**src/inc/ige_pkg.sv**
```systemverilog
// Package with the register map, field layouts and bus carriers of the block.
package ige_pkg;

    // Register byte offsets.
    localparam logic [11:0] OFS_IDENT     = 12'h008;
    localparam logic [11:0] OFS_GROUP     = 12'h080;
    localparam logic [11:0] OFS_EN_SET    = 12'h100;
    localparam logic [11:0] OFS_EN_CLR    = 12'h180;
    localparam logic [11:0] OFS_CFG       = 12'h010;
    localparam logic [11:0] OFS_ARRAY_SPAN = 12'h080;

    // Identification register field positions.
    localparam int ID_PART_LSB  = 24;
    localparam int ID_VAR_LSB   = 16;
    localparam int ID_REV_LSB   = 12;
    localparam int ID_CONT_LSB  = 8;

    // Configuration register fields: bit 0 locks group 0 shared lines.
    localparam int CFG_LOCK_BIT = 0;

    // Interrupts per register word and first shared identifier.
    localparam int IRQ_PER_WORD = 32;
    localparam int FIRST_SHARED = 32;

    // Reset values.
    localparam logic [31:0] RST_ZERO = 32'h0000_0000;

    // AXI response codes.
    localparam logic [1:0] RESP_OKAY   = 2'h0;
    localparam logic [1:0] RESP_SLVERR = 2'h2;

    // AXI4-Lite request and response carriers.
    typedef struct packed {
        logic        awvalid;
        logic [11:0] awaddr;
        logic [2:0]  awprot;
        logic        wvalid;
        logic [31:0] wdata;
        logic [3:0]  wstrb;
        logic        bready;
        logic        arvalid;
        logic [11:0] araddr;
        logic [2:0]  arprot;
        logic        rready;
    } ige_axi_req_t;

    typedef struct packed {
        logic        awready;
        logic        wready;
        logic        bvalid;
        logic [1:0]  bresp;
        logic        arready;
        logic        rvalid;
        logic [31:0] rdata;
        logic [1:0]  rresp;
    } ige_axi_rsp_t;

endpackage

```
**src/ige_regs.sv**
```systemverilog
// Group-select and forward-enable registers of an interrupt distributor.
// Function
// - Maker field: continuation code, zero bit 7, seven-bit identity code.
// - Variant and revision distinguish products only, not generations.
// - Group bit 0 means Group 0, 1 means Group 1.
// - With security, group registers are secure only; non-secure zero/ignored.
// - Bits of unimplemented interrupts read zero and ignore writes.
// - Lines count plus one registers per array, numbered up from zero.
// - Index zero banked per processor, holding interrupts 0 to 31.
// - On reset interrupts 32 and above are Group 0.
// - Group bit m at 0x080 plus four times m/32, bit m mod 32.
// - Enable-set bit m at 0x100 plus four times m/32.
// - First generation without security: group range reads zero.
// - Second generation without security: group resets all zero.
// - Optional: banked group bits of non-secure processors reset to one.
// - Writing one to enable-set enables forwarding; zero has no effect.
// - Enable-set reads one when forwarding enabled, else zero.
// - With security, Group 0 enable bits are zero/ignored to non-secure.
// - Lockdown may freeze group and enable bits of locked shared lines.
// - Software-generated lines are enabled through bank zero bits.
// - Writing one to enable-clear disables forwarding; zero no effect.
// - Disabling forwarding does not stop state changes elsewhere.
// - Lines count N supports 32 times N plus one interrupts.
module ige_regs #(
    parameter int          NUM_CPUS   = 2,
    parameter logic [4:0]  LINES_CNT  = 5'h01,
    parameter bit          SECURITY   = 1'b1,
    parameter bit          GEN_TWO    = 1'b1,
    parameter logic [31:0] IMPL_MASK  = 32'hffff_ffff,
    parameter logic [7:0]  PART_ID    = 8'h5a, // Arbitrary value.
    parameter logic [3:0]  VARIANT    = 4'h1,  // Arbitrary value.
    parameter logic [3:0]  REVISION   = 4'h2,  // Arbitrary value.
    parameter logic [3:0]  MAKER_CONT = 4'h7,  // Arbitrary value.
    parameter logic [6:0]  MAKER_CODE = 7'h2d, // Arbitrary value.
    parameter logic [31:0] NS_CPU_MASK = 32'h0000_0000,
    parameter logic [31:0] LOCKABLE    = 32'h0000_0000,
    localparam int NW  = int'(LINES_CNT) + 1,
    localparam int NI  = 32 * NW,
    localparam int CW  = (NUM_CPUS > 1) ? $clog2(NUM_CPUS) : 1
) (
    input  wire logic                 clk_in,        // 10 MHz clock.
    input  wire logic                 reset_n_in,    // Sync reset, active low.
    input  wire ige_pkg::ige_axi_req_t axi_req_in,   // AXI4-Lite requests.
    input  wire logic [CW-1:0]        aw_cpu_in,     // Writing processor.
    input  wire logic [CW-1:0]        ar_cpu_in,     // Reading processor.
    output ige_pkg::ige_axi_rsp_t     axi_rsp_out,   // AXI4-Lite answers.
    output logic [NI-1:0]             group_out,     // Shared group bits.
    output logic [NI-1:0]             enable_out,    // Shared enable bits.
    output logic [32*NUM_CPUS-1:0]    bank_group_out,  // Banked group bits.
    output logic [32*NUM_CPUS-1:0]    bank_enable_out  // Banked enables.
);
    import ige_pkg::*;

    typedef struct packed {
        logic [NW-1:1][31:0]       grp;
        logic [NW-1:1][31:0]       en;
        logic [NUM_CPUS-1:0][31:0] bgrp;
        logic [NUM_CPUS-1:0][31:0] ben;
        logic                      lock;
        logic                      aw_hold;
        logic [11:0]               aw_addr;
        logic                      aw_sec;
        logic [CW-1:0]             aw_cpu;
        logic                      w_hold;
        logic [31:0]               w_data;
        logic [3:0]                w_strb;
        ige_axi_rsp_t              rsp;
    } ige_state_t;

    ige_state_t st_ff;
    ige_state_t nxt_st;

    // Decodes an array word index; returns NW or more when out of range.
    function automatic int word_idx(input logic [11:0] a,
                                    input logic [11:0] base);
        logic [11:0] d;
        d = a - base;
        if (a < base || d >= OFS_ARRAY_SPAN || a[1:0] != 2'h0)
            return NW;
        return int'(d[11:2]);
    endfunction

    // Bits of word w that map to implemented interrupts.
    function automatic logic [31:0] impl_bits(input int w);
        if (w >= NW) return RST_ZERO;
        return (w == 0) ? IMPL_MASK : 32'hffff_ffff;
    endfunction

    // Reset value of a banked group word for processor c.
    function automatic logic [31:0] bank_grp_rst(input int c);
        if (SECURITY && NS_CPU_MASK[c])
            return IMPL_MASK;
        return RST_ZERO;
    endfunction

    // Group registers visible at all only in these configurations.
    localparam bit GRP_EXISTS = GEN_TWO || SECURITY;

    // Read data assembly for one word and one viewing processor.
    function automatic logic [31:0] read_word(input ige_state_t s,
                                              input logic [11:0] a,
                                              input logic sec,
                                              input int cpu);
        int          wg;
        int          we;
        logic [31:0] g;
        logic [31:0] e;
        wg = word_idx(a, OFS_GROUP);
        we = word_idx(a, OFS_EN_SET);
        if (we >= NW) we = word_idx(a, OFS_EN_CLR);
        if (a == OFS_IDENT)
            return {PART_ID, 4'h0, VARIANT, REVISION,
                    MAKER_CONT, 1'b0, MAKER_CODE};
        if (a == OFS_CFG)
            return {31'h0, s.lock};
        if (wg < NW) begin
            g = (wg == 0) ? s.bgrp[cpu] : s.grp[wg];
            if (!GRP_EXISTS || (SECURITY && !sec))
                return RST_ZERO;
            return g & impl_bits(wg);
        end
        if (we < NW) begin
            g = (we == 0) ? s.bgrp[cpu] : s.grp[we];
            e = (we == 0) ? s.ben[cpu] : s.en[we];
            e = e & impl_bits(we);
            if (SECURITY && !sec)
                e = e & g;
            return e;
        end
        return RST_ZERO;
    endfunction

    // Next-state logic: bus handshakes and register updates.
    always_comb begin
        logic        aw_ok;
        logic        w_ok;
        logic        do_wr;
        int          wi;
        logic [31:0] m;
        logic [31:0] d;
        logic [31:0] gcur;
        int          c;
        aw_ok = 1'b0;
        w_ok  = 1'b0;
        do_wr = 1'b0;
        wi    = 0;
        m     = RST_ZERO;
        d     = RST_ZERO;
        gcur  = RST_ZERO;
        c     = 0;
        nxt_st = st_ff;
        nxt_st.rsp.awready = 1'b0;
        nxt_st.rsp.wready  = 1'b0;
        nxt_st.rsp.arready = 1'b0;
        // Accept address and data independently, one write in flight.
        aw_ok = axi_req_in.awvalid && !st_ff.aw_hold && !st_ff.rsp.bvalid
                && !st_ff.rsp.awready;
        w_ok  = axi_req_in.wvalid && !st_ff.w_hold && !st_ff.rsp.bvalid
                && !st_ff.rsp.wready;
        if (st_ff.rsp.awready) begin
            nxt_st.aw_hold = 1'b1;
            nxt_st.aw_addr = axi_req_in.awaddr;
            nxt_st.aw_sec  = !axi_req_in.awprot[1];
            nxt_st.aw_cpu  = aw_cpu_in;
        end
        if (st_ff.rsp.wready) begin
            nxt_st.w_hold = 1'b1;
            nxt_st.w_data = axi_req_in.wdata;
            nxt_st.w_strb = axi_req_in.wstrb;
        end
        nxt_st.rsp.awready = aw_ok;
        nxt_st.rsp.wready  = w_ok;
        do_wr = st_ff.aw_hold && st_ff.w_hold;
        if (do_wr) begin
            nxt_st.aw_hold     = 1'b0;
            nxt_st.w_hold      = 1'b0;
            nxt_st.rsp.bvalid  = 1'b1;
            nxt_st.rsp.bresp   = (st_ff.w_strb == 4'hf) ? RESP_OKAY
                                                         : RESP_SLVERR;
            c = int'(st_ff.aw_cpu);
            d = st_ff.w_data;
            if (st_ff.w_strb == 4'hf && st_ff.aw_addr == OFS_CFG &&
                st_ff.aw_sec)
                nxt_st.lock = d[CFG_LOCK_BIT];
            // Group words: secure only, implemented bits, lock honoured.
            wi = word_idx(st_ff.aw_addr, OFS_GROUP);
            if (st_ff.w_strb == 4'hf && wi < NW && GRP_EXISTS &&
                (!SECURITY || st_ff.aw_sec)) begin
                m = impl_bits(wi);
                if (wi == 0) begin
                    nxt_st.bgrp[c] = (st_ff.bgrp[c] & ~m) | (d & m);
                end else begin
                    if (st_ff.lock)
                        m = m & ~(LOCKABLE & ~st_ff.grp[wi]);
                    nxt_st.grp[wi] = (st_ff.grp[wi] & ~m) | (d & m);
                end
            end
            // Enable set and clear words share the masking.
            wi = word_idx(st_ff.aw_addr, OFS_EN_SET);
            if (wi >= NW)
                wi = word_idx(st_ff.aw_addr, OFS_EN_CLR);
            if (st_ff.w_strb == 4'hf && wi < NW) begin
                gcur = (wi == 0) ? st_ff.bgrp[c] : st_ff.grp[wi];
                m = impl_bits(wi) & d;
                if (SECURITY && !st_ff.aw_sec)
                    m = m & gcur;
                if (wi != 0 && st_ff.lock)
                    m = m & ~(LOCKABLE & ~gcur);
                if (st_ff.aw_addr < OFS_EN_CLR) begin
                    if (wi == 0)
                        nxt_st.ben[c] = st_ff.ben[c] | m;
                    else
                        nxt_st.en[wi] = st_ff.en[wi] | m;
                end else begin
                    if (wi == 0)
                        nxt_st.ben[c] = st_ff.ben[c] & ~m;
                    else
                        nxt_st.en[wi] = st_ff.en[wi] & ~m;
                end
            end
        end
        if (st_ff.rsp.bvalid && axi_req_in.bready)
            nxt_st.rsp.bvalid = 1'b0;
        // Reads answer one cycle after the address is taken.
        if (st_ff.rsp.arready) begin
            nxt_st.rsp.rvalid = 1'b1;
            nxt_st.rsp.rresp  = RESP_OKAY;
            nxt_st.rsp.rdata  = read_word(st_ff, axi_req_in.araddr,
                                          !axi_req_in.arprot[1],
                                          int'(ar_cpu_in));
        end else if (st_ff.rsp.rvalid && axi_req_in.rready) begin
            nxt_st.rsp.rvalid = 1'b0;
        end
        nxt_st.rsp.arready = axi_req_in.arvalid && !st_ff.rsp.rvalid &&
                             !st_ff.rsp.arready;
    end

    // Single state register; reset clears everything except non-secure banked groups.
    always_ff @(posedge clk_in) begin
        if (!reset_n_in) begin
            st_ff <= '0;
            for (int i = 0; i < NUM_CPUS; i++)
                st_ff.bgrp[i] <= bank_grp_rst(i);
        end else begin
            st_ff <= nxt_st;
        end
    end

    // Outputs are flip-flops already; forwarding logic gates on enable.
    always_comb begin
        axi_rsp_out     = st_ff.rsp;
        group_out       = {st_ff.grp, RST_ZERO};
        enable_out      = {st_ff.en, RST_ZERO};
        bank_group_out  = st_ff.bgrp;
        bank_enable_out = st_ff.ben;
    end

    // Checks.
    property p_set_holds;
        @(posedge clk_in) disable iff (!reset_n_in)
        (NW > 1 && $rose(st_ff.en[NW-1][0])) |=> st_ff.en[NW-1][0]
            || $past(st_ff.aw_addr) >= OFS_EN_CLR;
    endproperty
    a_set_holds: assert property (p_set_holds)
        else $error("Enable bit dropped without a clear.");

    property p_bresp_once;
        @(posedge clk_in) disable iff (!reset_n_in)
        (st_ff.aw_hold && st_ff.w_hold) |=> axi_rsp_out.bvalid;
    endproperty
    a_bresp_once: assert property (p_bresp_once)
        else $error("Write response missing after address and data.");

    property p_read_lat;
        @(posedge clk_in) disable iff (!reset_n_in)
        axi_rsp_out.arready |=> axi_rsp_out.rvalid;
    endproperty
    a_read_lat: assert property (p_read_lat)
        else $error("Read data not one cycle after address.");

    property p_rvalid_hold;
        @(posedge clk_in) disable iff (!reset_n_in)
        (axi_rsp_out.rvalid && !axi_req_in.rready) |=>
            (axi_rsp_out.rvalid && $stable(axi_rsp_out.rdata));
    endproperty
    a_rvalid_hold: assert property (p_rvalid_hold)
        else $error("Read data changed before taken.");

    property p_low_shared_zero;
        @(posedge clk_in) disable iff (!reset_n_in)
        group_out[31:0] == 32'h0 && enable_out[31:0] == 32'h0;
    endproperty
    a_low_shared_zero: assert property (p_low_shared_zero)
        else $error("Shared vectors show banked range.");

    property p_reset_group;
        @(posedge clk_in) $rose(reset_n_in) |-> group_out == '0;
    endproperty
    a_reset_group: assert property (p_reset_group)
        else $error("Shared group bits not zero after reset.");

    property p_ident_read;
        @(posedge clk_in) disable iff (!reset_n_in)
        (axi_rsp_out.arready && axi_req_in.araddr == OFS_IDENT) |=>
            (axi_rsp_out.rdata[23:20] == 4'h0 &&
             axi_rsp_out.rdata[7] == 1'b0);
    endproperty
    a_ident_read: assert property (p_ident_read)
        else $error("Identification reserved bits not zero.");

    property p_ns_group_raz;
        @(posedge clk_in) disable iff (!reset_n_in)
        (SECURITY && axi_rsp_out.arready && axi_req_in.arprot[1] &&
         word_idx(axi_req_in.araddr, OFS_GROUP) < NW) |=>
            axi_rsp_out.rdata == 32'h0;
    endproperty
    a_ns_group_raz: assert property (p_ns_group_raz)
        else $error("Non-secure group read not zero.");

    c_write: cover property (@(posedge clk_in)
        axi_rsp_out.bvalid && axi_req_in.bready);
    c_read: cover property (@(posedge clk_in)
        axi_rsp_out.rvalid && axi_req_in.rready);
    c_enable: cover property (@(posedge clk_in) $rose(|enable_out));
endmodule

```
**config.mk**
```make
export PLATFORM = sky130hd
export DESIGN_NAME = ige_regs
export DESIGN_NICKNAME = d
export VERILOG_FILES = /design/src/inc/ige_pkg.sv /design/src/ige_regs.sv
export SDC_FILE = /design/constraint.sdc
export NUM_CORES = 1
export LEC_CHECK = 0
export ABC_AREA = 1
export BUFFER_PORTS_ARGS = -buffer_cell sky130_fd_sc_hd__buf_2
export CORE_AREA = 2 2 216 218
export DETAILED_ROUTE_END_ITERATION = 6
export DIE_AREA = 0 0 218 220
export SYNTH_ARGS = -nofsm -noshare
export SYNTH_HDL_FRONTEND = slang
export SYNTH_SLANG_ARGS = --single-unit
```
**constraint.sdc**
```tcl
create_clock -name clk_in -period 6.5 [get_ports clk_in]
set_input_delay 0.65 -clock clk_in [delete_from_list [all_inputs] [get_ports clk_in]]
set_output_delay 0.65 -clock clk_in [all_outputs]
set_load 0.02 [all_outputs]
```
# After elaboration in Yosys (flattened, before gate mapping)
# Index checks and enable logic that the tools add are counted.
[op_classes]
add_sub_neg = 6
n_lt_le_gt_ge = 31
n_eq_ne = 4
n_mux = 161
bitwise_logic = 21
reduce_logical = 53
[op_table]
columns = ["cell", "n"]
rows = [
  ["$mux W32", 88],
  ["$and A32 B32 Y32", 11],
  ["$lt A32 B3 Y1 const B", 8],
  ["$bwmux W64", 3],
  ["$ge A32 B3 Y1 const B", 6],
  ["$mux W64", 3],
  ["$logic_not A32 Y1", 4],
  ["$or A32 B32 Y32", 4],
  ["$bwmux W32", 3],
  ["$demux W32 S1", 3],
  ["$not A32 Y32", 3],
  ["$ge A12 B8 Y1 const B", 6],
  ["$ge A32 B1 Y1 const B", 2],
  ["$mux W1", 53],
  ["$lt A12 B9 Y1 const B", 4],
  ["$sub A12 B9 Y12 const B", 4],
  ["$eq A12 B5 Y1 const B", 2],
  ["$lt A12 B8 Y1 const B", 2],
  ["$sub A12 B8 Y12 const B", 2],
  ["$logic_and A1 B1 Y1", 19],
  ["$mux W2", 7],
  ["$eq A12 B4 Y1 const B", 1],
  ["$logic_or A1 B1 Y1", 12],
  ["$reduce_and A3 Y1", 4],
  ["other kinds (9)", 22],
]
[word_totals]
register_bits = 284
in_bits = 75
output_inout_bits = 297

# Logic depth before layout (Yosys ltp)
[depth]
depth_word = 35
depth_mapped = 18
ltp_nobuf = 17

# Worst setup path before layout
# Ideal clock, no wire load.
[synth_path]
path_type = "input to register"
startpoint = "in axi_req_in[11] (netlist name)"
endpoint = "reg st_ff, in the netlist axi_rsp_out[32]"
setup_time_ns = 0.070
arrival_ns = 2.310
required_ns = 6.430
slack_ns = 4.120
stages = 12
cell_sequence = "inv_1 ha_1 nor4_1 nand3b_1 nand2_1 nand2_1 nor2_1 clkbuf_1 nand2_1 nand2_1 nand2_1 a21oi_1"
[synth_via]
elab_chain_len = 32
elab_cells_between_ends = 95
[synth_lines]
columns = ["element", "line", "text"]
rows = [
  ["start: declaration", "ige_regs.sv:43", "input wire ige_pkg::ige_axi_req_t axi_req_in,"],
  ["$sub A12 B9 Y12", "ige_regs.sv:77", "d = a - base;"],
  ["$ge A12 B8 Y1", "ige_regs.sv:78", "if (a < base || d >= OFS_ARRAY_SPAN || a[1:0] != 2'h0)"],
  ["$logic_or A1 B1 Y1 (2 in a row)", "ige_regs.sv:78", ""],
  ["$mux W1", "ige_regs.sv:78", ""],
  ["$mux W1", "ige_regs.sv:225", "if (st_ff.rsp.arready) begin"],
  ["$mux W32", "ige_regs.sv:80", "return int'(d[11:2]);"],
  ["$mux W32", "ige_regs.sv:225", ""],
  ["$ge A32 B3 Y1", "ige_regs.sv:110", "if (we >= NW) we = word_idx(a, OFS_EN_CLR);"],
  ["[15 not listed]", "--", ""],
  ["$and A32 B32 Y32", "ige_regs.sv:125", "e = e & impl_bits(we);"],
  ["$and A32 B32 Y32", "ige_regs.sv:127", "e = e & g;"],
  ["$mux W32", "ige_regs.sv:126", "if (SECURITY && !sec)"],
  ["$mux W32", "ige_regs.sv:122", "if (we < NW) begin"],
  ["$mux W32", "ige_regs.sv:130", "return RST_ZERO;"],
  ["$mux W32", "ige_regs.sv:122", ""],
  ["$mux W32", "ige_regs.sv:116", "if (wg < NW) begin"],
  ["$mux W32 (*)", "ige_regs.sv:114", "if (a == OFS_CFG)"],
  ["end signal: assignment", "ige_regs.sv:245", "st_ff <= nxt_st;"],
  ["end: declaration", "ige_regs.sv:70", "ige_state_t st_ff;"],
]
# Mark *: on every way between the ends. The rest lies on a longest branch, timed or not. The select of a mux whose other input is x is not followed.
# A chain may end at the register's enable or synchronous reset.

# Final worst setup path
[layout_path]
startpoint = "reg st_ff[87] (netlist name)"
endpoint = "reg st_ff, in the netlist enable_out[62]"
[layout_via]
elab_chain_len = 28
elab_cells_between_ends = 54
[layout_lines]
columns = ["element", "line", "text"]
rows = [
  ["$sub A12 B9 Y12", "ige_regs.sv:77", ""],
  ["$ge A12 B8 Y1", "ige_regs.sv:78", ""],
  ["$logic_or A1 B1 Y1 (2 in a row)", "ige_regs.sv:78", ""],
  ["$mux W1", "ige_regs.sv:78", ""],
  ["$mux W1", "ige_regs.sv:174", "if (do_wr) begin"],
  ["$mux W32", "ige_regs.sv:80", ""],
  ["$mux W32", "ige_regs.sv:174", ""],
  ["$ge A32 B3 Y1", "ige_regs.sv:200", "if (wi >= NW)"],
  ["[11 not listed]", "--", ""],
  ["$mux W32", "ige_regs.sv:205", "if (SECURITY && !st_ff.aw_sec)"],
  ["$mux W32", "ige_regs.sv:202", "if (st_ff.w_strb == 4'hf && wi < NW) begin"],
  ["$mux W32", "ige_regs.sv:174", ""],
  ["$not A32 Y32", "ige_regs.sv:218", "nxt_st.en[wi] = st_ff.en[wi] & ~m;"],
  ["$and A32 B32 Y32", "ige_regs.sv:218", ""],
  ["$bwmux W32", "ige_regs.sv:218", ""],
  ["$mux W32", "ige_regs.sv:215", "if (wi == 0)"],
  ["$mux W32", "ige_regs.sv:209", "if (st_ff.aw_addr < OFS_EN_CLR) begin"],
]
# Parallel ways exist; a longest one is shown, timed or not. The select of a mux whose other input is x is not followed.

==> impl_metrics.py <==
metrics = {
    "yosys": {
        "netlist_instances": 2688,
        "synth_area_per_cell_um2": 6.58,
        "main_combinational_cell_family_by_area_after_synthesis": "simple AND/OR/NAND/NOR gates",
        "synth.top_cell.area_share_pct": 32.0,
        "yosysUniqueCellTypes": 44,
        "dominant_cells_by_area_after_synthesis": "sky130_fd_sc_hd__dfxtp_1 (32%), sky130_fd_sc_hd__buf_4 (13%), sky130_fd_sc_hd__nand2_1 (12%), sky130_fd_sc_hd__o21ai_0 (8.9%), sky130_fd_sc_hd__nor2_1 (5.8%)",
        "yosys-mux-area-fraction_pct": 1.36,
        "number_of_synthesized_register_bits": 283,
        "synth_fa_ha_area_share_pct": 0.849,
        "xor_xnor_cell_area_share_of_the_yosys_netlist_pct": 0.198,
        "yosys.cell_count.top_type": "sky130_fd_sc_hd__nand2_1",
        "synth_compound_gate_area_share_pct": 17.6,
        "synth.top_cells.by_count": "sky130_fd_sc_hd__nand2_1 (570), sky130_fd_sc_hd__o21ai_0 (316), sky130_fd_sc_hd__buf_4 (299), sky130_fd_sc_hd__dfxtp_1 (283), sky130_fd_sc_hd__nor2_1 (275)",
        "total_of_warnings_raised_by_yosys": 0,
        "seq_area_frac_synth_pct": 32.0,
        "synth_enable_flop_cells": 0,
        "post_synthesis_cell_type_with_the_largest_combined_area": "sky130_fd_sc_hd__dfxtp_1",
        "synth_async_sr_flop_share_pct": 0,
        "fraction_of_the_mapped_netlist_area_in_simple_logic_gates_pct": 26.8,
        "area_of_the_mapped_netlist_mm2": 0.0177,
        "synthFlopType": "sky130_fd_sc_hd__dfxtp_1",
    },
    "floorplanning": {
        "ioPinCount": 372,
        "dieArea_mm2": 0.0480,
        "floorplan.die.width_um": 218,
        "coreArea_mm2": 0.0459,
        "initial_utilization_pct": 38.6,
        "rows": 79,
        "die_height_um": 220,
    },
    "critical_path": {
        "crit_path_max_incr_delay_ns": 0.56,
        "setup.worst_path.class": "reg2reg",
        "critical_path_buf_inv_count": 4,
        "worst_r2r_path_depth": 17,
        "worstPathMaxFanout": 32,
        "critPathArrivalTime_ns": 4.32,
        "path_depth": 17,
        "worstPathCellList": "inv_2 > ha_1 > inv_1 > nand2_1 > nor2_1 > nand3_1 > nor2_1 > nand3_1 > nand2_2 > nand2_4 > clkinv_2 > nand2_2 > nor2_4 > buf_4 > nand3_1 > nor2_1 > nor3b_2",
        "critical_path_required_time_ns": 6.90,
        "worst_setup_path_end_kind": "flip-flop",
        "crit_path_start_kind": "flip-flop",
        "worst_path_dominant_cell_family": "simple AND/OR/NAND/NOR gates",
        "cpMaxStageDelayCell": "sky130_fd_sc_hd__nor2_4",
    },
    "cts": {
        "post_cts_buffers": 0,
        "ctsResizeCount": 0,
        "tritoncts": "yes",
        "inserted_clock_buffers": 35,
        "clk-insertion-delay-late_ns": 0.56,
        "clk_path_buf_depth": 3,
        "numClockSinks": 283,
        "clk_pin_slew_worst_paths_ns": 0.05,
        "cts_max_level": 2,
        "clockRootBuffer": "sky130_fd_sc_hd__clkbuf_16",
        "holdBufCountCts": 0,
    },
    "place": {
        "numPortBuffers": 300,
        "gp_congestion": 0.923,
        "dp_hpwl_mm": 51.0,
    },
    "timing": {
        "max_slew.worst_pin.slew_ns": 1.26,
        "rsz0062_at_grt": "no",
        "maxSlewViolCount": 0,
        "final_period_util_pct": 60.3,
        "sum_of_negative_setup_slack_ns": 0,
        "timing.slew.headroom_pct": 16.3,
        "fin_worst_skew_ns": 0.0262,
        "setup_viol": 0,
        "finalHoldViolations": 0,
        "final_period_minus_worst_setup_slack_ns": 3.92,
        "timing.fmax_mhz": 255,
    },
    "run": {
        "max_cap_viol_count": 0,
    },
    "global_route": {
        "global_route.usage.total_pct": 29.2,
        "grt_antenna_before_repair": 1,
        "grt_remaining_overflow": 0,
        "first_global_vias": 16200,
        "grt_max_degree": 122,
        "grt_pass1_wl_mm": 104,
    },
    "routing": {
        "drt.antenna.violating_nets": 0,
        "vias": 17600,
        "drcViolationCount": 0,
        "drt-total-wl_mm": 71.3,
        "route.detailed.wl_per_inst_um": 21.7,
        "drt_iter0_markers": 1820,
        "drt_pre_antenna_iters": 6,
        "vias_per_cell": 5.33,
    },
    "power_and_ir_drop": {
        "power_frac_comb_pct": 9.9,
        "switching_share_pct": 28.0,
        "p_switching_uw": 1170,
        "post-layout-total-power_uw": 4170,
        "power_density_mw_per_mm2": 224,
        "power_report.internal_total_uw": 3000,
        "clock_power_share_pct": 47.2,
        "seq_power_share_pct": 42.9,
        "p_leak_uw": 0.00855,
        "vdd_ir_drop_max_mv": 0.165,
    },
    "layout": {
        "finalNetCount": 2750,
        "diodes": 0,
        "total_of_fill_cells_in_the_finished_design": 4955,
        "fraction_of_final_layout_cells_sized_beyond_drive_strength_1_pct": 15.8,
        "area_growth_pct": 5.34,
    },
    "run_status": {
        "result_of_the_run": "complete, no violations",
    },
    "hold_path": {
        "hold_depth": 2,
        "min_path_type": "in2reg",
    },
}
==> metal layers <==
metal | GRT usage (%) | routed length (µm) | share of wire (%)
met5 | 0 | 11 | 0.015
met2 | 48.4 | 32900 | 46
met1 | 34.9 | 27800 | 39
met4 | 16.3 | 4420 | 6.2
met3 | 6.36 | 6310 | 8.8
==> cells in the final DEF (no fill, tap or decap), types with 4 or more instances in the layout <==
cell type                   count
sky130_fd_sc_hd__a21oi_1      201
sky130_fd_sc_hd__o211ai_1      46
sky130_fd_sc_hd__inv_1        202
sky130_fd_sc_hd__buf_4         30
sky130_fd_sc_hd__inv_2          8
sky130_fd_sc_hd__nor2_4         4
sky130_fd_sc_hd__nand4_1       70
sky130_fd_sc_hd__clkbuf_16     36
sky130_fd_sc_hd__nand3_2        5
sky130_fd_sc_hd__clkbuf_8       4
sky130_fd_sc_hd__nor3b_2       12
sky130_fd_sc_hd__nor3b_1        5
sky130_fd_sc_hd__dfxtp_1      282
sky130_fd_sc_hd__buf_2        299
sky130_fd_sc_hd__nor2_1       273
sky130_fd_sc_hd__nand2_1      570
sky130_fd_sc_hd__ha_1          12
sky130_fd_sc_hd__o21ai_0      316
sky130_fd_sc_hd__o21a_1         6
sky130_fd_sc_hd__clkbuf_1       9
sky130_fd_sc_hd__clkinv_2       9
sky130_fd_sc_hd__conb_1        67
sky130_fd_sc_hd__or2_2          4
sky130_fd_sc_hd__o221ai_1       6
sky130_fd_sc_hd__nand3_1      145
sky130_fd_sc_hd__nor3_1         6
sky130_fd_sc_hd__mux2i_1       24
==> power by group through the flow <==
stage	clock, µW	combinational [µW]	sequential, µW
after global routing	2060	448	1790
after floorplan	0	304	1810
after global placement	0	401	1820
final	1970	412	1790
after CTS	1990	406	1790
after detailed placement	0	405	1820
==> cells by family after synthesis <==
logic type | after synthesis
flops | 283
compound gates | 585
buf+inv | 672
other cells | 1
simple gates | 1107
fa+ha+maj | 12
xor+xnor | 4
mux | 24
==> per-stage QoR <==
stage                     hold slack (ns)  instances  cell area [µm²]  util (%)  worst slack (ns)
after CTS                           0.249       3295            18600      40.6              2.66
after floorplan                     0.418       2754            17900         -              4.12
after global placement              0.426       3233            17500      38.2              2.73
after detailed placement            0.432       3233            17500      38.2              2.69
final                               0.269       3295            18600      40.6              2.58
after global routing                0.261       3295            18600      40.6              2.31
==> cell type report <==
cell class	count	area [µm²]	area share, %
Multi-Input combinational cell	1799	8550	45.9
Timing Repair Buffer	329	1720	9.24
Clock inverter	13	133	0.712
Tap cell	607	759	4.08
Sequential cell	283	5670	30.4
Inverter	215	811	4.35
Clock buffer	49	990	5.31
==> path summary, 6_finish.rpt <==
check / from / end / slack [ns]
setup / recovery: st_ff[87]$_SDFFE_PN0P_ / enable_out[62]$_SDFFE_PN0P_ / 2.58
hold reg to reg: axi_rsp_out[34]$_SDFFE_PN0P_ / axi_rsp_out[35]$_SDFF_PN0_ / 0.44
setup reg to reg: st_ff[87]$_SDFFE_PN0P_ / enable_out[62]$_SDFFE_PN0P_ / 2.58
hold / removal: axi_req_in[56] / st_ff[79]$_SDFFE_PN0P_ / 0.27
==> worst reg2reg max path: stages, from the launching register on <==
cell	delay, ns
sky130_fd_sc_hd__dfxtp_1	0.45
sky130_fd_sc_hd__inv_2	0.11
sky130_fd_sc_hd__ha_1	0.35
sky130_fd_sc_hd__inv_1	0.07
sky130_fd_sc_hd__nand2_1	0.05
sky130_fd_sc_hd__nor2_1	0.13
sky130_fd_sc_hd__nand3_1	0.07
sky130_fd_sc_hd__nor2_1	0.13
sky130_fd_sc_hd__nand3_1	0.10
sky130_fd_sc_hd__nand2_2	0.10
sky130_fd_sc_hd__nand2_4	0.19
sky130_fd_sc_hd__clkinv_2	0.54
sky130_fd_sc_hd__nand2_2	0.13
sky130_fd_sc_hd__nor2_4	0.56
sky130_fd_sc_hd__buf_4	0.41
sky130_fd_sc_hd__nand3_1	0.15
sky130_fd_sc_hd__nor2_1	0.16
sky130_fd_sc_hd__nor3b_2	0.06
Note: power is estimated with default switching activity, not from simulation.
